<file path="src/inc/fdh_pkg.sv">
// ***********************************************************
// shared constants of the flash disk host pin interface
// ***********************************************************
package fdh_pkg;

	// clock and initialization timing
	localparam int FDH_CLK_MHZ   = 100;
	localparam int FDH_INIT_NS   = 2000;
	localparam int FDH_INIT_CYC  = (FDH_INIT_NS * FDH_CLK_MHZ + 999) / 1000;
	localparam int FDH_CNTW      = 12;

	// bus widths and window layout
	localparam int FDH_AW        = 13;
	localparam int FDH_DW        = 16;
	localparam int FDH_WORDS     = 16;
	localparam int FDH_IDXW      = 4;
	localparam int FDH_IDX_LSB   = 1;
	localparam int FDH_PART_BIT  = 3;
	localparam int FDH_SEL_HI    = 12;
	localparam int FDH_SEL_LO    = 11;
	localparam int FDH_SHARED_A0 = 0;

	// strap and pin encodings
	localparam logic [1:0]  FDH_CHIP1     = 2'h0;
	localparam logic [1:0]  FDH_CHIP2     = 2'h3;
	localparam logic        FDH_WIDE      = 1'h1;
	localparam logic        FDH_DPD_ON    = 1'h1;
	localparam logic [1:0]  FDH_LANES_ALL = 2'h3;
	localparam logic [1:0]  FDH_LANE_LO   = 2'h1;
	localparam logic [1:0]  FDH_LANE_HI   = 2'h2;
	localparam logic [15:0] FDH_MEM_RST   = 16'h0000;
	localparam logic [7:0]  FDH_BYTE_ZERO = 8'h00;

	typedef enum logic [1:0] {FDH_INIT, FDH_READY, FDH_SLEEP} fdh_state_e;
	typedef logic [FDH_IDXW-1:0] fdh_idx_t;

	// byte lanes touched by one access, for reads and writes alike
	function automatic logic [1:0] fdh_lanes(input logic wide, input logic a0);
		if (wide == FDH_WIDE) begin
			fdh_lanes = FDH_LANES_ALL;
		end else if (a0) begin
			fdh_lanes = FDH_LANE_HI;
		end else begin
			fdh_lanes = FDH_LANE_LO;
		end
	endfunction

endpackage

</file>
<file path="src/inc/fdh_if.sv">
`timescale 1ns/1ns
// ***********************************************************
// access path between pin logic and window storage
// ***********************************************************
interface fdh_if import fdh_pkg::*; ();
	logic              wr_en;
	fdh_idx_t          wr_idx;
	logic [1:0]        wr_lanes;
	logic [FDH_DW-1:0] wr_data;
	fdh_idx_t          rd_idx;
	logic [FDH_DW-1:0] rd_data;
	logic              lock_n;
	logic [1:0]        protect_sel;

	modport pins  (output wr_en, wr_idx, wr_lanes, wr_data, rd_idx, lock_n, protect_sel, input rd_data);
	modport store (input wr_en, wr_idx, wr_lanes, wr_data, rd_idx, lock_n, protect_sel, output rd_data);
endinterface

</file>
<file path="src/rtl/fdh_store.sv">
`timescale 1ns/1ns
// ***********************************************************
// window storage with hardware write protection
// ***********************************************************
module fdh_store import fdh_pkg::*; (
	// clock and reset
	input wire logic clock,
	input wire logic nrst,
	// access path
	fdh_if.store     bus
);

	logic [FDH_DW-1:0] mem_r   [FDH_WORDS];
	logic [FDH_DW-1:0] mem_nxt [FDH_WORDS];
	logic              blocked;

	assign blocked = !bus.lock_n && bus.protect_sel[bus.wr_idx[FDH_PART_BIT]];

	// next contents, one lane at a time
	always_comb begin
		for (int i = 0; i < FDH_WORDS; i++) begin
			mem_nxt[i] = mem_r[i];
		end
		if (bus.wr_en && !blocked) begin
			if (bus.wr_lanes[0]) begin
				mem_nxt[bus.wr_idx][7:0] = bus.wr_data[7:0];
			end
			if (bus.wr_lanes[1]) begin
				mem_nxt[bus.wr_idx][15:8] = bus.wr_data[15:8];
			end
		end
	end

	always_ff @(posedge clock or negedge nrst) begin
		if (!nrst) begin
			for (int i = 0; i < FDH_WORDS; i++) begin
				mem_r[i] <= FDH_MEM_RST;
			end
		end else begin
			for (int i = 0; i < FDH_WORDS; i++) begin
				mem_r[i] <= mem_nxt[i];
			end
		end
	end

	// reads are combinational; the pin logic registers them
	assign bus.rd_data = mem_r[bus.rd_idx];

endmodule // fdh_store

</file>
<file path="src/rtl/fdh_top.sv">
`timescale 1ns/1ns
// How it works
// - width strap high gives a 16-bit data bus, low gives 8-bit.
// - in 8-bit mode the shared ball is address bit zero.
// - in 16-bit mode the shared ball enters and leaves deep sleep.
// - in 8-bit mode the upper data byte is ignored and never driven.
// - address bits 12:11 must match the two-bit chip strap, 00 or 11.
// - busy is pulled low during initialization; host waits for release.
// - lock low blocks writes to partitions chosen for protection.
// - interrupt requests pull the open-drain interrupt pin low.
// - a pending DMA transfer pulls the open-drain request pin low.
// - a 13-bit address bus, bit zero shared with deep sleep.
module fdh_top import fdh_pkg::*; (
	// clock and reset
	input  wire logic              clock,
	input  wire logic              nrst,
	// host address and data bus
	input  wire logic [FDH_AW-1:0] host_addr,
	input  wire logic [FDH_DW-1:0] host_data_in,
	output logic      [FDH_DW-1:0] host_data_out,
	output logic      [1:0]        host_data_oe,
	// host strobes, active low
	input  wire logic              host_ce_n,
	input  wire logic              host_oe_n,
	input  wire logic              host_we_n,
	// configuration straps and lock
	input  wire logic              width_strap,
	input  wire logic [1:0]        chip_select_strap,
	input  wire logic              lock_n,
	// device side events and protection choice
	input  wire logic              irq_event,
	input  wire logic              dma_pending,
	input  wire logic [1:0]        protect_sel,
	// open-drain outputs
	output logic                   busy_n_out,
	output logic                   busy_n_oe,
	output logic                   irq_n_out,
	output logic                   irq_n_oe,
	output logic                   dma_request_n_out,
	output logic                   dma_request_n_oe,
	// status
	output logic                   deep_sleep_state
);

	// ***********************************************************
	// state and straps
	// ***********************************************************
	fdh_state_e          state_r,  state_nxt;
	logic [FDH_CNTW-1:0] cnt_r,    cnt_nxt;
	logic                wide_r,   wide_nxt;
	logic [1:0]          strap_r,  strap_nxt;
	logic                deep_sleep_input;

	assign deep_sleep_input = host_addr[FDH_SHARED_A0];

	// initialization, sleep entry and exit
	always_comb begin
		state_nxt = state_r;
		cnt_nxt   = cnt_r;
		wide_nxt  = wide_r;
		strap_nxt = strap_r;
		case (state_r)
			FDH_INIT: begin
				if (cnt_r == '0) begin
					wide_nxt  = width_strap;
					strap_nxt = chip_select_strap;
				end
				if (cnt_r == FDH_CNTW'(FDH_INIT_CYC - 1)) begin
					state_nxt = FDH_READY;
				end else begin
					cnt_nxt = cnt_r + 1'b1;
				end
			end
			FDH_READY: begin
				if (wide_r == FDH_WIDE && deep_sleep_input == FDH_DPD_ON) begin
					state_nxt = FDH_SLEEP;
				end
			end
			FDH_SLEEP: begin
				if (deep_sleep_input != FDH_DPD_ON) begin
					state_nxt = FDH_READY;
				end
			end
			default: begin
				state_nxt = FDH_INIT;
			end
		endcase
	end

	always_ff @(posedge clock or negedge nrst) begin
		if (!nrst) begin
			state_r <= FDH_INIT;
			cnt_r   <= '0;
			wide_r  <= FDH_WIDE;
			strap_r <= FDH_CHIP1;
		end else begin
			state_r <= state_nxt;
			cnt_r   <= cnt_nxt;
			wide_r  <= wide_nxt;
			strap_r <= strap_nxt;
		end
	end

	// ***********************************************************
	// host access
	// ***********************************************************
	fdh_if               acc_if ();
	logic                sel;
	logic [1:0]          lanes;
	logic                armed_r,  armed_nxt;
	fdh_idx_t            cap_idx_r, cap_idx_nxt;
	logic [1:0]          cap_ln_r, cap_ln_nxt;
	logic [FDH_DW-1:0]   cap_d_r,  cap_d_nxt;
	logic [FDH_DW-1:0]   dout_nxt;
	logic [1:0]          doe_nxt;

	assign sel = (state_r == FDH_READY) && !host_ce_n
		&& (host_addr[FDH_SEL_HI:FDH_SEL_LO] == strap_r);

	// bit zero picks the byte when narrow
	assign lanes = fdh_lanes(wide_r, host_addr[FDH_SHARED_A0]);

	// word index from address bits above bit zero
	assign acc_if.rd_idx      = host_addr[FDH_IDX_LSB +: FDH_IDXW];
	assign acc_if.wr_idx      = cap_idx_r;
	assign acc_if.wr_lanes    = cap_ln_r;
	assign acc_if.wr_data     = cap_d_r;
	assign acc_if.lock_n      = lock_n;
	assign acc_if.protect_sel = protect_sel;
	// commit on the trailing edge of write enable or chip enable
	assign acc_if.wr_en       = armed_r && (host_we_n || host_ce_n);

	// write capture and read drive
	always_comb begin
		armed_nxt   = armed_r;
		cap_idx_nxt = cap_idx_r;
		cap_ln_nxt  = cap_ln_r;
		cap_d_nxt   = cap_d_r;
		dout_nxt    = '0;
		doe_nxt     = '0;
		if (acc_if.wr_en) begin
			armed_nxt = 1'b0;
		end
		// data is taken late in the strobe, where it is settled
		if (sel && !host_we_n) begin
			armed_nxt   = 1'b1;
			cap_idx_nxt = acc_if.rd_idx;
			cap_ln_nxt  = lanes;
			if (wide_r == FDH_WIDE) begin
				cap_d_nxt = host_data_in;
			end else begin
				cap_d_nxt = {host_data_in[7:0], host_data_in[7:0]};
			end
		end else if (sel && !host_oe_n) begin
			if (wide_r == FDH_WIDE) begin
				dout_nxt = acc_if.rd_data;
				doe_nxt  = FDH_LANES_ALL;
			end else begin
				doe_nxt = FDH_LANE_LO;
				if (lanes == FDH_LANE_HI) begin
					dout_nxt = {FDH_BYTE_ZERO, acc_if.rd_data[15:8]};
				end else begin
					dout_nxt = {FDH_BYTE_ZERO, acc_if.rd_data[7:0]};
				end
			end
		end
	end

	always_ff @(posedge clock or negedge nrst) begin
		if (!nrst) begin
			armed_r       <= 1'b0;
			cap_idx_r     <= '0;
			cap_ln_r      <= '0;
			cap_d_r       <= '0;
			host_data_out <= '0;
			host_data_oe  <= '0;
		end else begin
			armed_r       <= armed_nxt;
			cap_idx_r     <= cap_idx_nxt;
			cap_ln_r      <= cap_ln_nxt;
			cap_d_r       <= cap_d_nxt;
			host_data_out <= dout_nxt;
			host_data_oe  <= doe_nxt;
		end
	end

	fdh_store u_store (
		.clock (clock),
		.nrst  (nrst),
		.bus   (acc_if.store)
	);

	// ***********************************************************
	// open-drain outputs and status
	// ***********************************************************
	logic busy_oe_nxt, irq_oe_nxt, dma_oe_nxt, sleep_nxt;

	always_comb begin
		busy_oe_nxt = (state_nxt == FDH_INIT);
		irq_oe_nxt  = irq_event;
		dma_oe_nxt  = dma_pending;
		sleep_nxt   = (state_nxt == FDH_SLEEP);
	end

	// driven levels are always low; only the enables move
	always_ff @(posedge clock or negedge nrst) begin
		if (!nrst) begin
			busy_n_oe         <= 1'b1;
			irq_n_oe          <= 1'b0;
			dma_request_n_oe  <= 1'b0;
			deep_sleep_state  <= 1'b0;
			busy_n_out        <= 1'b0;
			irq_n_out         <= 1'b0;
			dma_request_n_out <= 1'b0;
		end else begin
			busy_n_oe         <= busy_oe_nxt;
			irq_n_oe          <= irq_oe_nxt;
			dma_request_n_oe  <= dma_oe_nxt;
			deep_sleep_state  <= sleep_nxt;
			busy_n_out        <= 1'b0;
			irq_n_out         <= 1'b0;
			dma_request_n_out <= 1'b0;
		end
	end

endmodule // fdh_top

</file>
<file path="config.mk">
export PLATFORM = sky130hd
export DESIGN_NAME = fdh_top
export DESIGN_NICKNAME = d
export VERILOG_FILES = /design/src/inc/fdh_pkg.sv /design/src/inc/fdh_if.sv /design/src/rtl/fdh_store.sv /design/src/rtl/fdh_top.sv
export SDC_FILE = /design/constraint.sdc
export NUM_CORES = 1
export LEC_CHECK = 0
export BUFFER_PORTS_ARGS = -buffer_cell sky130_fd_sc_hd__buf_4
export CAP_MARGIN = 5
export CORE_AREA = 10 10 203 205
export DETAILED_ROUTE_END_ITERATION = 6
export DIE_AREA = 0 0 213 215
export GPL_TIMING_DRIVEN = 0
export PLACE_DENSITY = 0.57
export SLEW_MARGIN = 40
export SYNTH_ARGS = -nofsm -noshare
export SYNTH_HDL_FRONTEND = slang
export SYNTH_SLANG_ARGS = --single-unit
</file>
<file path="constraint.sdc">
create_clock -name clock -period 4.5 [get_ports clock]
set_input_delay 0.225 -clock clock [delete_from_list [all_inputs] [get_ports clock]]
set_output_delay 0.225 -clock clock [all_outputs]
set_load 0.02 [all_outputs]
</file>
======== Word level (Yosys, flattened, before mapping) ========
Cells that the tools add are included.
storage, ports and cells
  register bits after elaboration ......... 318
  bits in latches ......................... 0
  RAM bits ................................ 0
  ROM bits ................................ 0
  input bits .............................. 42
  output and inout port bits .............. 25
  logic and storage cells ................. 95
  memories ................................ 0
operators by class
  add/sub/neg operators ................... 1
  $mul .................................... 0
  divide/modulo/power cells ............... 0
  $lt $le $gt $ge ......................... 4
  equal/unequal tests ..................... 6
  shifts and indexed selects .............. 0
  mux-type cells .......................... 30
  bitwise operators ....................... 3
  reduce and logical (&&, ||, !) cells .... 21
operators by type and width
  operator                 number
  $mux W256                3
  $bwmux W256              2
  $demux W16 S4            2
  $mux W16                 7
  $bmux W16 S4             1
  $mux W2                  8
  $mux W8                  2
  $add A12 B1 Y12 const B  1
  $eq A12 B8 Y1 const B    1
  $logic_not A12 Y1        1
  $ge A5 B5 Y1 const B     2
  $not A4 Y5               2
  $logic_and A1 B1 Y1      9
  $eq A2 B2 Y1 const B     3
  $pmux W2 S3              1
  $logic_not A1 Y1         5
  $lt A5 B1 Y1 const B     1
  $logic_not A2 Y1         2
  $mux W1                  4
  $reduce_and A2 Y1        2
  $eq A2 B1 Y1 const B     1
  $eq A2 B2 Y1             1
  $lt A1 B2 Y1 const B     1
  $reduce_bool A2 Y1       1
  2 further kinds          2

======== Logic depth before layout (Yosys ltp) ========
  depth after elaboration ................. 10
  mapped depth ............................ 9
  gate-level depth less buffers ........... 5

======== Modules after synthesis ========
From an unflattened synthesis, not the netlist that was laid out.
second synthesis, totals
  cells, all modules ...................... 944
  area total of the unflattened synthesis .. 14,206.1 um2
by module, submodules not included
  module     instances  cells each  area an instance (um2)
  fdh_store  1          731         11,643.7
  fdh_top    1          213         2,562.5

======== Worst setup path after synthesis ========
Ideal clock, no wire load.
  path kind ............................... register to register
  start ................................... register cap_idx_r[3] (netlist: acc_if.wr_idx[3])
  end ..................................... register u_store.mem_r[177] in the netlist's numbering
  setup time .............................. 0.125 ns
  data arrival time ....................... 1.580 ns
  required time ........................... 4.375 ns
  setup slack ............................. 2.795 ns
  cell stages (with the launch flop) ...... 5
  path buffers ............................ 0
  path through ............................ dfrtp_1 -> a21oi_1 -> nand2_4 -> nor4b_4 -> mux2_2
on the way
  longest elaborated chain between the ends .. 10
  elaborated cells between the ends (all ways) .. 17
  those cells by class .................... order compare: 2; mux: 10; bitwise: 1; reduce/logical: 4
ends and longest elaborated chain
  what                                                                       line                              text
  from (decl)                                                                fdh_top.sv:111                    fdh_idx_t cap_idx_r, cap_idx_nxt;
  from (signal assigned)                                                     fdh_top.sv:179                    cap_idx_r <= cap_idx_nxt;
  $not A4 Y5 (not written as such)                                           fdh_store.sv:26, fdh_store.sv:29
  $ge A5 B5 Y1 (not written as such) / $lt A5 B1 Y1 (equally long branches)  fdh_store.sv:26                   mem_nxt[bus.wr_idx][7:0] = bus.wr_data[7:0];
  $logic_and A1 B1 Y1 (not written as such)                                  fdh_store.sv:26
  $mux W8 (not written as such)                                              fdh_store.sv:26
  $demux W16 S4                                                              fdh_store.sv:26
  $bwmux W256                                                                fdh_store.sv:26
  $mux W256                                                                  fdh_store.sv:25                   if (bus.wr_lanes[0]) begin
  $mux W256                                                                  fdh_store.sv:24                   if (bus.wr_en && !blocked) begin
  $bwmux W256                                                                fdh_store.sv:29                   mem_nxt[bus.wr_idx][15:8] = bus.wr_data[15:8];
  $mux W256                                                                  fdh_store.sv:28                   if (bus.wr_lanes[1]) begin
  to (signal, indexed assignment)                                            fdh_store.sv:41                   mem_r[i] <= mem_nxt[i];
  to (decl)                                                                  fdh_store.sv:13                   logic [FDH_DW-1:0] mem_r [FDH_WORDS];
Several ways; a longest one is shown, not always the timed one. The select of a mux whose other input is x is not followed.
A chain may end at the register's enable or synchronous reset.

======== Worst setup path in the final report ========
  start ................................... register state_r[1]
  end ..................................... register host_data_out[1]
on the way
  longest elaborated chain between the ends .. 6
  elaborated cells between the ends (all ways) .. 7
  those cells by class .................... eq/ne: 1; mux: 2; reduce/logical: 4
ends and longest elaborated chain
  what                    line            text
  from (decl)             fdh_top.sv:48   fdh_state_e state_r, state_nxt;
  from (signal assigned)  fdh_top.sv:97   state_r <= state_nxt;
  $eq A2 B1 Y1 *          fdh_top.sv:117  assign sel = (state_r == FDH_READY) && !host_ce_n
  $logic_and A1 B1 Y1 *   fdh_top.sv:117
  $logic_and A1 B1 Y1 *   fdh_top.sv:118  && (host_addr[FDH_SEL_HI:FDH_SEL_LO] == strap_r);
  $logic_and A1 B1 Y1     fdh_top.sv:154  end else if (sel && !host_oe_n) begin
  $mux W16                fdh_top.sv:154
  $mux W16 *              fdh_top.sv:145  if (sel && !host_we_n) begin
  via dout_nxt[1]         fdh_top.sv:114  logic [FDH_DW-1:0] dout_nxt;
  to (signal assigned)    fdh_top.sv:182  host_data_out <= dout_nxt;
  to (decl)               fdh_top.sv:20   output logic [FDH_DW-1:0] host_data_out,
Mark *: on every way through the listed nets, which the timed path passes. The rest lies on a longest branch.

==> flow_summary.json <==
{
  "status": "complete, no violations",
  "critPathRequiredTime_ns": 4.84,
  "fin_crit_ns": 2.76,
  "fp.dieW_um": 213,
  "finalWorstSetupSlack_ns": 1.74,
  "tightest_slew_ns": 0.790,
  "worstSetupPathType": "register to register",
  "grt_pass1_vias": 9605,
  "vias": 9272,
  "fin_cells": 1653,
  "crit_start": "state_r[1]",
  "ctsLongestPathBuffers": 3,
  "cts_tree": "yes",
  "dr.pass1.iters": 5,
  "ys_seq_area_share_pct": 54.3,
  "synthArstFlopShare_pct": 100,
  "fin_nets": 1198,
  "max_freq_mhz": 362,
  "synth-edff-count": 0,
  "synth_seq_cells": 318,
  "initial_utilization_pct": 39.4,
  "ys_warn_count": 0,
  "avgSynthCellArea_sq_um": 14.2,
  "arrival_ns": 3.10,
  "htreeDepth": 2,
  "power_leakage_nw": 8.33,
  "synthCells": 1035,
  "reg2reg_depth": 5,
  "p_total_mw": 7.57,
  "diodes": 0,
  "worst-path-max-fanout": 7,
  "r2r_slack_ns": 1.74,
  "antenna_found_initial": 0,
  "final_common_cell": "dfrtp_1",
  "maxSlewHeadroom_pct": 47.1,
  "n_fill_cell": 3322,
  "post-place-ws_ns": 1.78,
  "dieArea_sq_mm": 0.0458,
  "pin_count": 67,
  "row_count": 71,
  "drt_iter0_drc": 525,
  "globalplace.congestion": 0.811,
  "synthesis.area_sq_mm": 0.0147,
  "grt_max_degree": 74,
  "finClkSkew_ns": 0.0224,
  "drive_gt1_share_pct": 42.8,
  "vias_per_cell": 5.61,
  "crit-reg2reg-launch": "state_r[1]",
  "grt_remaining_overflow": 0,
  "layout_common_cells": "316 x dfrtp_1, 289 x mux2_2, 64 x buf_4",
  "finalMaxSlewViolations": 0,
  "fin_crit_sh_pct": 61.4,
  "timing.rr.end": "host_data_out[1]",
  "ant_nets": 0,
  "post-route-drc-count": 0,
  "maxCapViolCount": 0,
  "cp-start-kind": "register",
  "cts_buffers": 36,
  "power_density_mw_per_mm2": 441,
  "synthFlopType": "dfrtp_1",
  "cp-end-kind": "register",
  "setup_violations": 0,
  "drt-total-wl_mm": 41.8,
  "grt_pass1_wl_mm": 62.6,
  "clk-insertion-delay-late_ns": 0.54,
  "tns_ns": 0,
  "syn_to_final_growth_pct": 17.0,
  "hp-class": "primary input to register",
  "track_usage_pct": 18.3,
  "cts_resized": 0,
  "hold_violations": 0,
  "die_height_um": 215,
  "rsz0062_at_grt": "no",
  "root_buffer": "clkbuf_16",
  "dp.cells": 1573,
  "clkTransAtPathRegs_ns": 0.06,
  "post_drt_wl_per_cell_um": 25.3,
  "dp_hpwl_mm": 28.5,
  "core_sq_mm": 0.0372,
  "clkSinkCount": 318,
  "irDropWorstVdd_uv": 224,
  "io_buffers": 56,
  "crit_path_end": "host_data_out[1]",
  "synth.distinct_cells": 70
}
-- worst max-delay path, cell delays in order, from the launching register on --
cell,delay (ns)
dfrtp_1,0.45
nor2_1,0.12
nand4_1,0.21
nor3b_2,0.67
inv_1,0.39
a2111oi_1,0.73
-- cell type report --
type / count / area (sq um) / share of cell area, %
Clock inverter: 13 / 113 / 0.656
Multi-Input combinational cell: 642 / 6220 / 36.3
Tap cell: 474 / 593 / 3.45
Clock buffer: 50 / 1030 / 6.02
Inverter: 8 / 30.0 / 0.175
Sequential cell: 318 / 7960 / 46.4
Timing Repair Buffer: 79 / 743 / 4.33
Buffer: 69 / 472 / 2.75
-- power breakdown --
| part | switching, mW | total, mW | internal (mW) |
|---|---|---|---|
| clock network | 1.17 | 2.84 | 1.67 |
| registers | 0.308 | 3.44 | 3.13 |
| logic | 0.782 | 1.30 | 0.514 |
| total | 2.26 | 7.57 | 5.31 |
-- cells in the mapped netlist (3+ instances only) --
cell type  number  area, sq um
nand3_1         5         25.0
nand2_2         6         37.5
o22ai_1        11         68.8
clkbuf_1       22         82.6
and3_1         11         68.8
buf_2          22          110
xor2_1          5         43.8
nor2_1         23         86.3
dfrtp_1       316         7910
a21oi_1        34          170
buf_6           6         67.6
a2111oi_0       6         52.6
nand2_1        22         82.6
o21ai_1         3         15.0
mux4_2         15          338
a2111oi_1       3         30.0
a221oi_1        5         43.8
a211oi_1       14          105
mux2i_1        46          460
mux4_1         12          315
a22oi_1         5         37.5
nand2b_1       11         68.8
mux2_2        289         3250
nor3b_1         7         52.6
o221ai_1       11         96.3
nor3_1          3         15.0
inv_1           7         26.3
nor2b_1         9         56.3
buf_8           3         45.0
xnor2_1         8         70.1
buf_12          3         60.1
o22a_1          4         35.0
and2_1          6         37.5
o21ai_0        14         70.1
buf_4           8         60.1
nor2_2         13         81.3
-- stage by stage --
step / cell area, sq um / utilization (%) / hold WS, ns
finish: 17200 / 46.1 / 0.0179
global route: 17200 / 46.1 / 0.00593
CTS: 17200 / 46.1 / 0.00270
detailed placement: 15800 / 42.6 / 0.132
global placement: 15700 / 42.2 / 0.335
floorplan: 14700 / - / -0.0706
-- flip-flops by register name, summed over array words and instances (netlist names), 2 cells and up --
| register | count |
|---|---|
| state_r | 2 |
| cnt_r | 12 |
| host_data_oe | 2 |
| strap_r | 2 |
| host_data_out | 16 |
| acc_if.wr_idx | 4 |
| acc_if.wr_data | 16 |
| acc_if.wr_lanes | 2 |
| u_store.mem_r | 256 |
-- metal layers --
metal	global-route usage [%]	routed length (um)	vias to the layer above
li1	-	-	4068
met1	25.2	18900	4914
met2	28.8	19700	218
met3	2.93	1930	72
met4	6.09	1270	0
met5	0	0	-
-- how the worst min path moves through the flow --
stage	slack (ns)	depth (start not counted)	end	from
final	0.02	2	acc_if.wr_data[3]	host_data_in[3]
after global placement	0.34	1	irq_n_oe	irq_event
after global routing	0.006	2	acc_if.wr_data[3]	host_data_in[3]
after detailed placement	0.13	1	u_store.mem_r[149]	nrst
after CTS	0.003	2	acc_if.wr_data[3]	host_data_in[3]
after floorplan	-0.07	0	acc_if.wr_data[0]	nrst
-- kinds of logic after synthesis --
kind of cell	share of synthesized area [%]
multiplexers	29.8
buffers and inverters	3.41
flip-flops	54.3
AND/OR/NAND/NOR	5.36
other	0.0256
adder cells (fa/ha/maj)	0.171
AO/OA/AOI/OAI	6.16
XOR/XNOR	0.776
-- timing repair --
action	4_1_cts	5_1_grt
hold buffers	17	0
buffers inserted	0	0
hold endpoints to repair	154	0
No activity file was read; power rests on OpenSTA's default activity.
